[src/include/psrpc_regs.svh]
// register offsets, field positions, reset values and timing figures
`ifndef PSRPC_REGS_SVH
`define PSRPC_REGS_SVH

`define PSRPC_ADDR_CR0        2'h0
`define PSRPC_ADDR_CR1        2'h1
`define PSRPC_ADDR_STAT       2'h2

`define PSRPC_CR0_RST         16'h8008
`define PSRPC_CR0_DPD_BIT     15
`define PSRPC_CR0_FIXLAT_BIT  3

`define PSRPC_CR1_RSVD        9'h1FF
`define PSRPC_CR1_CLKTYPE_BIT 6
`define PSRPC_CR1_SLEEP_BIT   5
`define PSRPC_CR1_REGION_LSB  2
`define PSRPC_CLKTYPE_RST     1'h1
`define PSRPC_REGION_RST      3'h0
`define PSRPC_CSM_4US         2'h1
`define PSRPC_CSM_1US         2'h2

`define PSRPC_STAT_DPD        0
`define PSRPC_STAT_SLEEP      1
`define PSRPC_STAT_INVALID    2
`define PSRPC_STAT_REFBUSY    3
`define PSRPC_STAT_CLKSTOP    4
`define PSRPC_STAT_HOT        5

`define PSRPC_CLK_NS          50
`define PSRPC_WIN_COOL_MS     64
`define PSRPC_WIN_HOT_MS      16
`define PSRPC_ROWS            4096
`define PSRPC_DPDIN_US        3
`define PSRPC_INITIAL_ACCESS_TIME_NS         35
`define PSRPC_STOP_MARGIN_NS  30
`define PSRPC_CA_CLKS         3
`define PSRPC_REF_CYC         4

// longest times round down, least times round up
`define PSRPC_COOL_CYC  ((`PSRPC_WIN_COOL_MS * 1000000) / (`PSRPC_ROWS * `PSRPC_CLK_NS))
`define PSRPC_HOT_CYC   ((`PSRPC_WIN_HOT_MS * 1000000) / (`PSRPC_ROWS * `PSRPC_CLK_NS))
`define PSRPC_DPDIN_CYC ((`PSRPC_DPDIN_US * 1000) / `PSRPC_CLK_NS)
`define PSRPC_STOP_CYC  ((`PSRPC_INITIAL_ACCESS_TIME_NS + `PSRPC_STOP_MARGIN_NS + `PSRPC_CLK_NS - 1) / `PSRPC_CLK_NS)

`endif

[src/include/psrpc_pkg.sv]
// types shared by the power and refresh control block
package psrpc_pkg;

  typedef enum logic [1:0] {
    PSRPC_PW_ACTIVE,
    PSRPC_PW_DPD_ENTRY,
    PSRPC_PW_DPD,
    PSRPC_PW_SLEEP
  } psrpc_pw_e;

  typedef struct packed {
    logic cs_n;
    logic bus_clock;
    logic hw_reset_n;
    logic hot_grade;
  } psrpc_pins_s;

endpackage

[src/verilog/psrpc_top.sv]
// power-mode, configuration and self-refresh control of the pseudo-static RAM
//
// Contract
// - clearing primary_config_reg bit 15 enters deep_power_down within entry delay, refresh stops
// - array contents are invalid after deep_power_down
// - deep_power_down ends on chip select low-then-high or hardware reset
// - in deep_power_down only chip select and hardware reset are observed; the code still reflects hot grade in bits 1:0 and status
// - refresh_sleep_config bit 6 selects single-ended (1, default) or differential clock
// - writing one to bit 5 enters retention_sleep, contents kept
// - chip select low leaves retention_sleep and clears bit 5
// - hardware reset also ends retention_sleep and disables refresh
// - bits 4:2 restrict self-refresh to full, bottom, none or top region
// - read-only bits 1:0 report max select low time: 01 4us, 10 1us
// - rows are refreshed only while no access runs; pending refresh waits
// - access starting with refresh pending drives rw_data_strobe high in command phase
// - single-row refreshes spread over 64 ms or 16 ms for 4096 rows
// - stable bus_clock for access time plus 30 ns enters clock stop
// - with chip select high the interface stands by and ignores other pins; the code still acts on hardware reset and hot grade
// - without extra latency rw_data_strobe stays low in command phase
// - after deep_power_down exit all configuration returns to defaults
`timescale 1ns/1ns
`include "psrpc_regs.svh"
module psrpc_top #(
  parameter int                 ROW_W    = 12,
  parameter int                 OWE_W    = 3,
  parameter int                 COOL_CYC = `PSRPC_COOL_CYC,
  parameter int                 HOT_CYC  = `PSRPC_HOT_CYC,
  parameter int                 DPDIN_CYC = `PSRPC_DPDIN_CYC
) (
  input  wire logic             i_clk,
  input  wire logic             i_resetn,
  input  wire logic             i_clk_en,
  input  wire logic [1:0]       i_addr,
  input  wire logic [15:0]      i_wr_data,
  input  wire logic             i_wr,
  input  wire logic             i_rd,
  output logic      [15:0]      o_rd_data,
  input  wire logic             i_cs_n,
  input  wire logic             i_bus_clock,
  input  wire logic             i_hw_reset_n,
  input  wire logic             i_hot_grade,
  output logic                  o_rw_data_strobe_out,
  output logic                  o_rw_data_strobe_oe,
  output logic                  o_deep_power_down,
  output logic                  o_retention_sleep,
  output logic                  o_refresh_active,
  output logic      [ROW_W-1:0] o_refresh_row,
  output logic                  o_clock_stop,
  output logic                  o_single_ended_clk,
  output logic                  o_data_invalid
);

  localparam logic [7:0] STOP_CYC = 8'(`PSRPC_STOP_CYC);
  localparam logic [2:0] REF_CYC  = 3'(`PSRPC_REF_CYC);
  localparam logic [1:0] CA_CLKS  = 2'(`PSRPC_CA_CLKS);

  function automatic logic hit(input logic [1:0] addr, input logic [1:0] off);
    hit = (addr == off);
  endfunction

  // refresh region membership
  function automatic logic in_region(input logic [2:0] code, input logic [ROW_W-1:0] row);
    case (code)
      3'h0:    in_region = 1'b1;
      3'h1:    in_region = ~row[ROW_W-1];
      3'h2:    in_region = ~|row[ROW_W-1 -: 2];
      3'h3:    in_region = ~|row[ROW_W-1 -: 3];
      3'h5:    in_region = row[ROW_W-1];
      3'h6:    in_region = &row[ROW_W-1 -: 2];
      3'h7:    in_region = &row[ROW_W-1 -: 3];
      default: in_region = 1'b0;
    endcase
  endfunction

  psrpc_pkg::psrpc_pins_s pins_a;
  psrpc_pkg::psrpc_pins_s pins_s;
  psrpc_pkg::psrpc_pw_e   pw_ff;
  psrpc_pkg::psrpc_pw_e   nxt_pw;

  logic             cs_n_q_ff;
  logic             ck_q_ff;
  logic [15:0]      cr0_ff;
  logic             clk_type_ff;
  logic [2:0]       region_ff;
  logic [7:0]       ent_cnt_ff;
  logic             dpd_ff;
  logic             sleep_ff;
  logic             invalid_ff;
  logic [OWE_W-1:0] owe_ff;
  logic [2:0]       busy_cnt_ff;
  logic             busy_ff;
  logic [ROW_W-1:0] row_ff;
  logic [1:0]       ca_cnt_ff;
  logic             extra_ff;
  logic             rw_data_strobe_oe_ff;
  logic [7:0]       idle_cnt_ff;
  logic             stop_ff;
  logic [15:0]      rd_data_ff;

  logic             cs_fall;
  logic             cs_rise;
  logic             ck_rise;
  logic             ck_edge;
  logic             soft_rst;
  logic             restore;
  logic             run;
  logic             tick;
  logic             rf_start;
  logic             wr_cr0;
  logic             wr_cr1;
  logic [1:0]       csm_code;
  logic [15:0]      cr1_view;
  logic [15:0]      stat_view;

  assign pins_a = '{cs_n: i_cs_n, bus_clock: i_bus_clock, hw_reset_n: i_hw_reset_n, hot_grade: i_hot_grade};

  psrpc_sync #(
    .W   (4),
    .RST (4'hA)
  ) u_sync (
    .i_clk    (i_clk),
    .i_resetn (i_resetn),
    .i_clk_en (i_clk_en),
    .i_async  (pins_a),
    .o_sync   (pins_s)
  );

  always_ff @(posedge i_clk or negedge i_resetn)
  begin
    if (!i_resetn)
    begin
      cs_n_q_ff <= 1'b1;
      ck_q_ff   <= 1'b0;
    end
    else if (i_clk_en)
    begin
      cs_n_q_ff <= pins_s.cs_n;
      ck_q_ff   <= pins_s.bus_clock;
    end
  end

  assign cs_fall  = cs_n_q_ff & ~pins_s.cs_n;
  assign cs_rise  = ~cs_n_q_ff & pins_s.cs_n;
  assign ck_rise  = ~ck_q_ff & pins_s.bus_clock;
  assign ck_edge  = ck_q_ff ^ pins_s.bus_clock;
  assign soft_rst = ~pins_s.hw_reset_n;
  assign csm_code = pins_s.hot_grade ? `PSRPC_CSM_1US : `PSRPC_CSM_4US;

  // register writes are refused in deep power down
  assign wr_cr0 = i_wr & hit(i_addr, `PSRPC_ADDR_CR0) & (pw_ff != psrpc_pkg::PSRPC_PW_DPD);
  assign wr_cr1 = i_wr & hit(i_addr, `PSRPC_ADDR_CR1) & (pw_ff != psrpc_pkg::PSRPC_PW_DPD);

  // power state sequencing
  always_comb
  begin
    nxt_pw = pw_ff;
    case (pw_ff)
      psrpc_pkg::PSRPC_PW_ACTIVE:
      begin
        if (wr_cr0 && !i_wr_data[`PSRPC_CR0_DPD_BIT])
          nxt_pw = psrpc_pkg::PSRPC_PW_DPD_ENTRY;
        else if (wr_cr1 && i_wr_data[`PSRPC_CR1_SLEEP_BIT])
          nxt_pw = psrpc_pkg::PSRPC_PW_SLEEP;
      end
      psrpc_pkg::PSRPC_PW_DPD_ENTRY:
      begin
        if (ent_cnt_ff >= 8'(DPDIN_CYC - 1))
          nxt_pw = psrpc_pkg::PSRPC_PW_DPD;
      end
      psrpc_pkg::PSRPC_PW_DPD:
      begin
        if (cs_rise)
          nxt_pw = psrpc_pkg::PSRPC_PW_ACTIVE;
      end
      psrpc_pkg::PSRPC_PW_SLEEP:
      begin
        if (cs_fall)
          nxt_pw = psrpc_pkg::PSRPC_PW_ACTIVE;
      end
      default: nxt_pw = psrpc_pkg::PSRPC_PW_ACTIVE;
    endcase
    if (soft_rst)
      nxt_pw = psrpc_pkg::PSRPC_PW_ACTIVE;
  end

  always_ff @(posedge i_clk or negedge i_resetn)
  begin
    if (!i_resetn)
    begin
      pw_ff    <= psrpc_pkg::PSRPC_PW_ACTIVE;
      dpd_ff   <= 1'b0;
      sleep_ff <= 1'b0;
    end
    else if (i_clk_en)
    begin
      pw_ff    <= nxt_pw;
      dpd_ff   <= (nxt_pw == psrpc_pkg::PSRPC_PW_DPD);
      sleep_ff <= (nxt_pw == psrpc_pkg::PSRPC_PW_SLEEP);
    end
  end

  always_ff @(posedge i_clk or negedge i_resetn)
  begin
    if (!i_resetn)
      ent_cnt_ff <= '0;
    else if (i_clk_en)
    begin
      if (pw_ff == psrpc_pkg::PSRPC_PW_DPD_ENTRY)
        ent_cnt_ff <= ent_cnt_ff + 1'b1;
      else
        ent_cnt_ff <= '0;
    end
  end

  // defaults come back after power-down exit or hardware reset
  assign restore = soft_rst | ((pw_ff == psrpc_pkg::PSRPC_PW_DPD) & cs_rise);

  always_ff @(posedge i_clk or negedge i_resetn)
  begin
    if (!i_resetn)
    begin
      cr0_ff      <= `PSRPC_CR0_RST;
      clk_type_ff <= `PSRPC_CLKTYPE_RST;
      region_ff   <= `PSRPC_REGION_RST;
    end
    else if (i_clk_en)
    begin
      if (restore)
      begin
        cr0_ff      <= `PSRPC_CR0_RST;
        clk_type_ff <= `PSRPC_CLKTYPE_RST;
        region_ff   <= `PSRPC_REGION_RST;
      end
      else
      begin
        if (wr_cr0)
          cr0_ff <= i_wr_data;
        if (wr_cr1)
        begin
          clk_type_ff <= i_wr_data[`PSRPC_CR1_CLKTYPE_BIT];
          region_ff   <= i_wr_data[`PSRPC_CR1_REGION_LSB +: 3];
        end
      end
    end
  end

  // contents lost in deep power down or by hardware reset; status read clears, set wins
  always_ff @(posedge i_clk or negedge i_resetn)
  begin
    if (!i_resetn)
      invalid_ff <= 1'b0;
    else if (i_clk_en)
    begin
      if ((pw_ff == psrpc_pkg::PSRPC_PW_DPD) || soft_rst)
        invalid_ff <= 1'b1;
      else if (i_rd && hit(i_addr, `PSRPC_ADDR_STAT))
        invalid_ff <= 1'b0;
    end
  end

  // refresh halts in power down and under hardware reset
  assign run = ~soft_rst & (pw_ff != psrpc_pkg::PSRPC_PW_DPD_ENTRY) & (pw_ff != psrpc_pkg::PSRPC_PW_DPD);

  psrpc_refresh_timer #(
    .CNT_W    (16),
    .COOL_CYC (COOL_CYC),
    .HOT_CYC  (HOT_CYC)
  ) u_timer (
    .i_clk    (i_clk),
    .i_resetn (i_resetn),
    .i_clk_en (i_clk_en),
    .i_run    (run),
    .i_hot    (pins_s.hot_grade),
    .o_tick   (tick)
  );

  // a row is taken only while the bus is idle
  assign rf_start = run & (owe_ff != '0) & ~busy_ff & pins_s.cs_n;

  always_ff @(posedge i_clk or negedge i_resetn)
  begin
    if (!i_resetn)
      owe_ff <= '0;
    else if (i_clk_en)
    begin
      if (!run)
        owe_ff <= '0;
      else if (tick && !rf_start && !(&owe_ff))
        owe_ff <= owe_ff + 1'b1;
      else if (rf_start && !tick)
        owe_ff <= owe_ff - 1'b1;
    end
  end

  always_ff @(posedge i_clk or negedge i_resetn)
  begin
    if (!i_resetn)
    begin
      busy_ff     <= 1'b0;
      busy_cnt_ff <= '0;
      row_ff      <= '0;
    end
    else if (i_clk_en)
    begin
      if (!run)
      begin
        busy_ff     <= 1'b0;
        busy_cnt_ff <= '0;
      end
      else if (rf_start)
      begin
        row_ff <= row_ff + 1'b1;
        if (in_region(region_ff, row_ff))
        begin
          busy_ff     <= 1'b1;
          busy_cnt_ff <= REF_CYC - 1'b1;
        end
      end
      else if (busy_ff)
      begin
        if (busy_cnt_ff == '0)
          busy_ff <= 1'b0;
        else
          busy_cnt_ff <= busy_cnt_ff - 1'b1;
      end
    end
  end

  // command phase strobe: extra latency while refresh pending or fixed latency set
  always_ff @(posedge i_clk or negedge i_resetn)
  begin
    if (!i_resetn)
    begin
      ca_cnt_ff  <= '0;
      extra_ff   <= 1'b0;
      rw_data_strobe_oe_ff <= 1'b0;
    end
    else if (i_clk_en)
    begin
      if (pins_s.cs_n)
      begin
        ca_cnt_ff  <= '0;
        rw_data_strobe_oe_ff <= 1'b0;
      end
      else if (cs_fall && pw_ff == psrpc_pkg::PSRPC_PW_ACTIVE)
      begin
        ca_cnt_ff  <= '0;
        rw_data_strobe_oe_ff <= 1'b1;
        extra_ff   <= cr0_ff[`PSRPC_CR0_FIXLAT_BIT] | busy_ff | (owe_ff != '0);
      end
      else if (rw_data_strobe_oe_ff && ck_rise)
      begin
        ca_cnt_ff <= ca_cnt_ff + 1'b1;
        if (ca_cnt_ff == CA_CLKS - 1'b1)
          rw_data_strobe_oe_ff <= 1'b0;
      end
    end
  end

  // clock stop after the bus clock stands still in the data phase
  always_ff @(posedge i_clk or negedge i_resetn)
  begin
    if (!i_resetn)
    begin
      idle_cnt_ff <= '0;
      stop_ff     <= 1'b0;
    end
    else if (i_clk_en)
    begin
      if (pins_s.cs_n || rw_data_strobe_oe_ff || ck_edge || pw_ff != psrpc_pkg::PSRPC_PW_ACTIVE)
      begin
        idle_cnt_ff <= '0;
        stop_ff     <= 1'b0;
      end
      else if (idle_cnt_ff < STOP_CYC)
        idle_cnt_ff <= idle_cnt_ff + 1'b1;
      else
        stop_ff <= 1'b1;
    end
  end

  assign cr1_view = {`PSRPC_CR1_RSVD, clk_type_ff, sleep_ff, region_ff, csm_code};

  always_comb
  begin
    stat_view = '0;
    stat_view[`PSRPC_STAT_DPD]     = dpd_ff;
    stat_view[`PSRPC_STAT_SLEEP]   = sleep_ff;
    stat_view[`PSRPC_STAT_INVALID] = invalid_ff;
    stat_view[`PSRPC_STAT_REFBUSY] = busy_ff;
    stat_view[`PSRPC_STAT_CLKSTOP] = stop_ff;
    stat_view[`PSRPC_STAT_HOT]     = pins_s.hot_grade;
  end

  always_ff @(posedge i_clk or negedge i_resetn)
  begin
    if (!i_resetn)
      rd_data_ff <= '0;
    else if (i_clk_en)
    begin
      if (!i_rd)
        rd_data_ff <= '0;
      else if (hit(i_addr, `PSRPC_ADDR_CR0))
        rd_data_ff <= cr0_ff;
      else if (hit(i_addr, `PSRPC_ADDR_CR1))
        rd_data_ff <= cr1_view;
      else if (hit(i_addr, `PSRPC_ADDR_STAT))
        rd_data_ff <= stat_view;
      else
        rd_data_ff <= '0;
    end
  end

  assign o_rd_data          = rd_data_ff;
  assign o_rw_data_strobe_out         = extra_ff;
  assign o_rw_data_strobe_oe          = rw_data_strobe_oe_ff;
  assign o_deep_power_down  = dpd_ff;
  assign o_retention_sleep  = sleep_ff;
  assign o_refresh_active   = busy_ff;
  assign o_refresh_row      = row_ff;
  assign o_clock_stop       = stop_ff;
  assign o_single_ended_clk = clk_type_ff;
  assign o_data_invalid     = invalid_ff;

  a_dpd_no_refresh: assert property (@(posedge i_clk) disable iff (!i_resetn)
    dpd_ff |-> !busy_ff && owe_ff == '0) else $error("refresh active in deep power down");

  a_dpd_marks_invalid: assert property (@(posedge i_clk) disable iff (!i_resetn)
    $past(dpd_ff) && $past(i_clk_en) && $past(pw_ff == psrpc_pkg::PSRPC_PW_DPD) |-> invalid_ff)
    else $error("data not marked invalid after power down");

  a_dpd_exit_defaults: assert property (@(posedge i_clk) disable iff (!i_resetn)
    $fell(dpd_ff) |-> cr0_ff == `PSRPC_CR0_RST && clk_type_ff && region_ff == `PSRPC_REGION_RST)
    else $error("defaults not restored on power down exit");

  a_sleep_cs_exit: assert property (@(posedge i_clk) disable iff (!i_resetn)
    sleep_ff && cs_fall && i_clk_en && !soft_rst |=> !sleep_ff && !cr1_view[`PSRPC_CR1_SLEEP_BIT])
    else $error("sleep not left on chip select low");

  a_rw_data_strobe_extra_high: assert property (@(posedge i_clk) disable iff (!i_resetn)
    rw_data_strobe_oe_ff && (busy_ff || owe_ff != '0) && $stable(rw_data_strobe_oe_ff) && $past(busy_ff) |-> o_rw_data_strobe_out)
    else $error("strobe low while refresh pending");

  a_rw_data_strobe_plain_low: assert property (@(posedge i_clk) disable iff (!i_resetn)
    $rose(rw_data_strobe_oe_ff) && !$past(cr0_ff[`PSRPC_CR0_FIXLAT_BIT]) && !$past(busy_ff) && $past(owe_ff) == '0
    |-> !o_rw_data_strobe_out) else $error("strobe high without extra latency");

  a_refresh_bus_idle: assert property (@(posedge i_clk) disable iff (!i_resetn)
    $rose(busy_ff) |-> $past(pins_s.cs_n)) else $error("refresh started during access");

  a_region_none: assert property (@(posedge i_clk) disable iff (!i_resetn)
    region_ff == 3'h4 && $past(region_ff) == 3'h4 |-> !$rose(busy_ff)) else $error("refresh with no region");

  a_csm_code_legal: assert property (@(posedge i_clk) disable iff (!i_resetn)
    cr1_view[1:0] == `PSRPC_CSM_4US || cr1_view[1:0] == `PSRPC_CSM_1US) else $error("bad select low code");

  a_standby_quiet: assert property (@(posedge i_clk) disable iff (!i_resetn)
    $past(pins_s.cs_n) && $past(i_clk_en) |-> !rw_data_strobe_oe_ff && !stop_ff) else $error("active in standby");

endmodule // psrpc_top

[src/verilog/psrpc_sync.sv]
// two-flop synchroniser for the pin group
`timescale 1ns/1ns
module psrpc_sync #(
  parameter int                 W   = 4,
  parameter logic [W-1:0]       RST = '0
) (
  input  wire logic             i_clk,
  input  wire logic             i_resetn,
  input  wire logic             i_clk_en,
  input  wire logic [W-1:0]     i_async,
  output logic      [W-1:0]     o_sync
);

  logic [W-1:0] meta_ff;
  logic [W-1:0] sync_ff;

  always_ff @(posedge i_clk or negedge i_resetn)
  begin
    if (!i_resetn)
    begin
      meta_ff <= RST;
      sync_ff <= RST;
    end
    else if (i_clk_en)
    begin
      meta_ff <= i_async;
      sync_ff <= meta_ff;
    end
  end

  assign o_sync = sync_ff;

endmodule // psrpc_sync

[src/verilog/psrpc_refresh_timer.sv]
// per-row refresh tick generator, interval chosen by temperature grade
`timescale 1ns/1ns
module psrpc_refresh_timer #(
  parameter int          CNT_W    = 16,
  parameter int          COOL_CYC = 312,
  parameter int          HOT_CYC  = 78
) (
  input  wire logic      i_clk,
  input  wire logic      i_resetn,
  input  wire logic      i_clk_en,
  input  wire logic      i_run,
  input  wire logic      i_hot,
  output logic           o_tick
);

  logic [CNT_W-1:0] cnt_ff;
  logic [CNT_W-1:0] limit;
  logic             tick_ff;

  assign limit = i_hot ? CNT_W'(HOT_CYC - 1) : CNT_W'(COOL_CYC - 1);

  // evenly spaced single-row ticks
  always_ff @(posedge i_clk or negedge i_resetn)
  begin
    if (!i_resetn)
    begin
      cnt_ff  <= '0;
      tick_ff <= 1'b0;
    end
    else if (i_clk_en)
    begin
      tick_ff <= 1'b0;
      if (!i_run)
        cnt_ff <= '0;
      else if (cnt_ff >= limit)
      begin
        cnt_ff  <= '0;
        tick_ff <= 1'b1;
      end
      else
        cnt_ff <= cnt_ff + 1'b1;
    end
  end

  assign o_tick = tick_ff;

endmodule // psrpc_refresh_timer

[config.mk]
export PLATFORM = sky130hd
export DESIGN_NAME = psrpc_top
export DESIGN_NICKNAME = d
export VERILOG_FILES = /design/src/include/psrpc_pkg.sv /design/src/verilog/psrpc_top.sv /design/src/verilog/psrpc_sync.sv /design/src/verilog/psrpc_refresh_timer.sv
export VERILOG_INCLUDE_DIRS = /design/src /design/src/include
export SDC_FILE = /design/constraint.sdc
export NUM_CORES = 1
export LEC_CHECK = 0
export ABC_AREA = 1
export ABC_CLOCK_PERIOD_IN_PS = 4750
export BUFFER_PORTS_ARGS = -buffer_cell sky130_fd_sc_hd__buf_2
export CORE_ASPECT_RATIO = 1.25
export CORE_UTILIZATION = 50
export DETAILED_ROUTE_END_ITERATION = 6
export GPL_ROUTABILITY_DRIVEN = 0
export PLACE_DENSITY_LB_ADDON = 0.25
export SLEW_MARGIN = 20
export SYNTH_ARGS = -nofsm -noshare
export SYNTH_HDL_FRONTEND = slang
export SYNTH_SLANG_ARGS = --single-unit
[constraint.sdc]
create_clock -name i_clk -period 4.75 [get_ports i_clk]
set_clock_uncertainty 0.2 [all_clocks]
set_input_delay 0.95 -clock i_clk [delete_from_list [all_inputs] [get_ports i_clk]]
set_output_delay 0.95 -clock i_clk [all_outputs]
set_load 0.005 [all_outputs]
# [Word-level counts from Yosys, hierarchy flattened]
# Index checks and enable logic that the tools add are counted.
[word_totals] regBits=108 inputBits=27 output_inout_bits=36 elab_cells=180
[op_classes] n_addsub=8 n_lt_le_gt_ge=3 n_eq_ne=21 mux=54 n_bitwise=23 n_reduce_logical=47
[op_table] op="16-bit two-way mux" n=7
[op_table] op="3-bit two-way mux" n=10
[op_table] op="8-bit two-way mux" n=3
[op_table] op="1-bit two-way mux" n=20
[op_table] op="2-bit two-way mux" n=10
[op_table] op="2-bit AND reduction" n=9
[op_table] op="16-bit by 1-bit adder with 16-bit output, second input constant" n=1
[op_table] op="8-bit by 1-bit adder with 8-bit output, second input constant" n=2
[op_table] op="16-bit >= comparator" n=1
[op_table] op="3-bit AND reduction" n=5
[op_table] op="1-bit AND" n=13
[op_table] op="12-bit by 1-bit adder with 12-bit output, second input constant" n=1
[op_table] op="2-bit equality test, second input constant" n=6
[op_table] op="2-bit nonzero test" n=5
[op_table] op="3-bit equality test, second input constant" n=3
[op_table] op="9-bit two-way mux" n=1
[op_table] op="3-bit nonzero test" n=3
[op_table] op="8-bit by 6-bit >= comparator with 1-bit output, second input constant" n=1
[op_table] op="1-bit logical AND" n=8
[op_table] op="8-bit by 2-bit less-than comparator with 1-bit output, second input constant" n=1
[op_table] op="2-bit one-hot mux with 4 select lines" n=1
[op_table] op="1-bit one-hot mux with 7 select lines" n=1
[op_table] op="3-bit by 2-bit equality test with 1-bit output, second input constant" n=2
[op_table] op="1-bit zero test" n=6
[op_table] op="20 further kinds" n=36

# [Depth between registers and ports, before layout]
[logic_depth] depth_word=12 mapped_depth=14 depth_no_buf=14

# [Hierarchy]
# A second synthesis with hierarchy kept.
[hier_totals] cells_unflattened=658 hier_area_um2=5422.7
[by_module_without_submodules] module="psrpc_top" instances=1 cells_each=506 area_per_inst_um2=4156.5 seq_area_each_um2=2082.0
[by_module_without_submodules] module="psrpc_refresh_timer" instances=1 cells_each=118 area_per_inst_um2=955.9 seq_area_each_um2=425.4
[by_module_without_submodules] module="psrpc_sync" instances=1 cells_each=34 area_per_inst_um2=310.3 seq_area_each_um2=205.2

# [Worst setup path before layout]
# No wires, ideal clock.
[synth_path] kind="input port to flip-flop" startpoint="input i_addr[1]" endpoint="register cr0_ff[1]" setup_time_ns=0.117 arrival_time_ns=1.917 required_ns=4.433 setup_slack_ns=2.516 path_stages=7 path_buffers=1 cell_sequence="nor2_1 -> nand3_1 -> a21oi_4 -> inv_4 -> buf_6 -> nand2_1 -> nand2_1"
[synth_between] elab_chain_cells=5
[synth_lines] element="start: declaration" line_no="psrpc_top.sv:33" text="input wire logic [1:0] i_addr,"
[synth_lines] element="2-bit zero test" line_no="psrpc_top.sv:58" text="hit = (addr == off);"
[synth_lines] element="1-bit AND (2 in series)" line_no="psrpc_top.sv:150" text="assign wr_cr0 = i_wr & hit(i_addr, `PSRPC_ADDR_CR0) & (pw_ff != psrpc_pkg::PSRPC_PW_DPD);"
[synth_lines] element="2-bit nonzero test (no line)"
[synth_lines] element="2-bit AND reduction (no line)"
[synth_lines] element="end signal: assignment" line_no="psrpc_top.sv:222" text="cr0_ff <= `PSRPC_CR0_RST;"
[synth_lines] element="end signal: assignment" line_no="psrpc_top.sv:230" text="cr0_ff <= `PSRPC_CR0_RST;"
[synth_lines] element="end signal: assignment" line_no="psrpc_top.sv:237" text="cr0_ff <= i_wr_data;"
[synth_lines] element="end: declaration" line_no="psrpc_top.sv:82" text="logic [15:0] cr0_ff;"
# Every way passes these cells.
# A chain may end at the register's enable or synchronous reset.

# [Worst setup path after layout]
[layout_path] startpoint="register u_sync.sync_ff[3] (netlist: u_sync.o_sync[3])" endpoint="register owe_ff[2]"
[layout_between] elab_chain_cells=6 elab_cells_between_ends=9 cone_classes="eq/ne (1); mux (2); bitwise (1); reduce/logical (5)"
[layout_lines] element="start: declaration" line_no="psrpc_sync.sv:15" text="logic [W-1:0] sync_ff;"
[layout_lines] element="start signal: assignment" line_no="psrpc_sync.sv:27" text="sync_ff <= meta_ff;"
[layout_lines] element="1-bit AND (*)" line_no="psrpc_top.sv:278" text="assign rf_start = run & (owe_ff != '0) & ~busy_ff & pins_s.cs_n;"
[layout_lines] element="1-bit zero test" line_no="psrpc_top.sv:288" text="else if (tick && !rf_start && !(&owe_ff))"
[layout_lines] element="1-bit logical AND (2 in series)" line_no="psrpc_top.sv:288"
[layout_lines] element="3-bit by 1-bit inequality test with 1-bit output (no line) / 3-bit two-way mux (equally long branches)"
[layout_lines] element="2-bit AND reduction (no line) / 3-bit two-way mux (equally long branches)"
[layout_lines] element="end signal: assignment" line_no="psrpc_top.sv:289" text="owe_ff <= owe_ff + 1'b1;"
[layout_lines] element="end signal: assignment" line_no="psrpc_top.sv:291" text="owe_ff <= owe_ff - 1'b1;"
[layout_lines] element="end: declaration" line_no="psrpc_top.sv:89" text="logic [OWE_W-1:0] owe_ff;"
# Every way passes the cells marked *; elsewhere a longest branch is shown, timed or not.

==> flow_summary.toml <==
[floorplan]
core_area_mm2 = 0.01062
die_y_um = 119.1
die_x_um = 95.64
rows = 42
pin_count = 63
initial_core_util_pct = 51.63
die-area_mm2 = 0.01139

[clocking]
cts_made_buffers = 9
cts_buffer_depth = 2
cts_hold_buf = 0
cts_root_buffer = "clkbuf_16"
path_clk_slew_ns = 0.07
clk_latency_ns = 0.35
cts_max_level = 3
cts-resized-gates = 0
cts.sink_count = 108
tritoncts = "built"
postCtsSetupBuffers = 0

[route]
drt_iter0_markers = 242
vias = 4620
wl_per_cell_um = 14.04
drc = 0
wl_mm = 12.18
vias_per_cell = 5.323
detailedRoute.firstPassIterationCount = 4
antenna_left = 0

[layout]
layout-drive-gt1-share_pct = 16.03
fill_cells = 974
area_growth_pct = 12.67
diodes = 0
instances_no_fill = 868
utilization_pct = 58.17
nNetsFinal = 773

[grt]
grt_max_degree = 45
grt_pass1_vias = 4504
grt_use_total_pct = 24.01
antenna_found_initial = 0
grt_pass1_wl_mm = 21.08
overflow = 0

[pwr]
ir_worst_vdd_mv = 0.2586
powerDensity_mw_per_mm2 = 385.5
power_mw = 2.380
swShare_pct = 32.82
internal_power_mw = 1.599
switchingPower_mw = 0.7812
p_leak_nw = 3.208
combPwrFrac_pct = 20.9
pwr-share-clk_pct = 30.3
seq_power_share_pct = 48.8

[worst_setup_path]
cp_max_fo = 6
startpoint_type = "flip-flop"
end_kind = "flip-flop"
cp.arrival_ns = 2.52
worst-setup-path-type = "flip-flop to flip-flop"
crit_required_ns = 4.80

[timing]
slew_headroom_pct = 42.77
period_share_pct = 51.96
setup_tns_ns = 0
slew_viol_final = 0
rsz0062_at_grt = "false"
setup_ws_ns = 2.282
fmax_ghz = 0.4052
hold_viol_final = 0
fin_crit_ns = 2.468
setup_viol = 0
worstMarginPinSlew_ns = 0.8572

[logic_synthesis]
netlist.area_leader.share_pct = 45.66
synth_most_common_cell = "nand2_1"
synthArstFlopShare_pct = 100.0
synthTopCellsByArea = "dfrtp_1 (46%), nand2_1 (14%), inv_1 (5.1%), o21ai_0 (4.3%), nand3_1 (4.0%)"
synthCells = 670
synthFlopType = "dfrtp_1"
synthDistinctLibCells = 41
synth.avg_cell_area_um2 = 8.179
synth_edf_count = 0
synth_warnings = 0
syn-num-nets = 712
ys_seq_area_share_pct = 49.50
synth.largest_area_cell = "dfrtp_1"
synthTopCellsByCount = "nand2_1 (201), dfrtp_1 (100), inv_1 (74)"
ys_ff_latch = 108
syn-cell-area_mm2 = 0.005480

[placement]
dpl.hpwl_mm = 8.916
place_ws_ns = 1.949
place_inst = 852
numPortBuffers = 62

[hold_path]
hp-class = "flip-flop to flip-flop"

[status]
outcome = "finished clean"

[flow_run]
maxCapViolCount = 0
-- flip-flops by register name (all words and copies together) (netlist names), 2 cells and up --
| name | flops |
|---|---|
| region_ff | 3 |
| busy_cnt_ff | 3 |
| owe_ff | 3 |
| u_timer.cnt_ff | 16 |
| u_sync.o_sync | 4 |
| o_refresh_row | 12 |
| u_sync.meta_ff | 4 |
| ent_cnt_ff | 8 |
| o_rd_data | 16 |
| idle_cnt_ff | 8 |
| pw_ff | 2 |
| cr0_ff | 16 |
| ca_cnt_ff | 2 |
-- routing by layer --
layer | vias to the layer above | global-route usage (%) | share of wire [%]
li1 | 2269 | - | -
met1 | 2223 | 29.98 | 41
met2 | 102 | 40.04 | 52
met3 | 26 | 3.768 | 3.8
met4 | 0 | 11.57 | 2.9
met5 | - | 0 | 0
-- power by group through the flow --
| stage | clock network [mW] | registers, mW | logic (mW) |
|---|---|---|---|
| detailed placement | 0 | 1.18 | 0.499 |
| finish | 0.721 | 1.16 | 0.497 |
| global route | 0.769 | 1.18 | 0.574 |
| floorplan | 0 | 1.15 | 0.330 |
| global placement | 0 | 1.17 | 0.480 |
| CTS | 0.735 | 1.16 | 0.501 |
-- stage by stage --
stage / instance area, um2 / hold slack (ns)
after floorplan: 5480 / 0.2419
after CTS: 6175 / 0.2732
after detailed placement: 5892 / 0.2626
after global routing: 6175 / 0.2824
after global placement: 5892 / 0.2532
final: 6175 / 0.2686
-- critical path, stage by stage, from the launching register on --
cell and delay, ns:
dfstp_2 0.59, inv_1 0.08, nor2_1 0.14, o21ai_2 0.16, nor2_4 0.20, nor2_1 0.09
fa_1 0.38, xor2_1 0.20, inv_1 0.07, nand2_1 0.06, nand2_1 0.06, nand2_1 0.08
nand2_1 0.05
-- worst paths after layout --
check	from	endpoint	slack, ns	depth (start not counted)
max	u_sync.o_sync[3]$_DFFE_PN1P_	owe_ff[2]$_DFFE_PN0P_	2.28	12
min	u_sync.meta_ff[3]$_DFFE_PN1P_	u_sync.meta_ff[3]$_DFFE_PN1P_	0.27	2
max reg2reg	u_sync.o_sync[3]$_DFFE_PN1P_	owe_ff[2]$_DFFE_PN0P_	2.28	12
min reg2reg	u_sync.meta_ff[3]$_DFFE_PN1P_	u_sync.meta_ff[3]$_DFFE_PN1P_	0.27	2
max in group asynchronous	i_resetn	u_sync.meta_ff[3]$_DFFE_PN1P_	3.18	2
min in group asynchronous	i_resetn	u_sync.meta_ff[0]$_DFFE_PN0P_	0.32	1
-- layout make-up --
cell class	count	area, um2	area share, %
Sequential cell	108	2713	43.93
Clock buffer	9	225.2	3.647
Clock inverter	7	57.56	0.9321
Multi-Input combinational cell	464	2365	38.30
Tap cell	132	165.2	2.675
Timing Repair Buffer	65	335.3	5.431
Inverter	83	314.1	5.086
-- placed cells by master, fill, tap and decap left out, types with 8 or more instances in the layout --
cell       Yosys  layout
nor3_1        10      10
a21oi_1       11      11
clkbuf_16      0       9
o21ai_1       10      10
inv_2          8       8
ha_1          14      14
buf_2          2      61
nor2_1        57      57
dfstp_2        8       8
nand4_1       10      10
nand2_1      201     201
o21ai_0       47      47
nand3_1       44      44
dfrtp_1      100     100
xor2_1        11      11
inv_1         74      74
-- kinds of logic after synthesis --
family / share of synthesized area, %
simple gates: 27.35
flops: 49.50
buf+inv: 7.352
compound gates: 9.681
xor+xnor: 2.557
fa+ha+maj: 3.562
No activity file was read; power rests on OpenSTA's default activity.
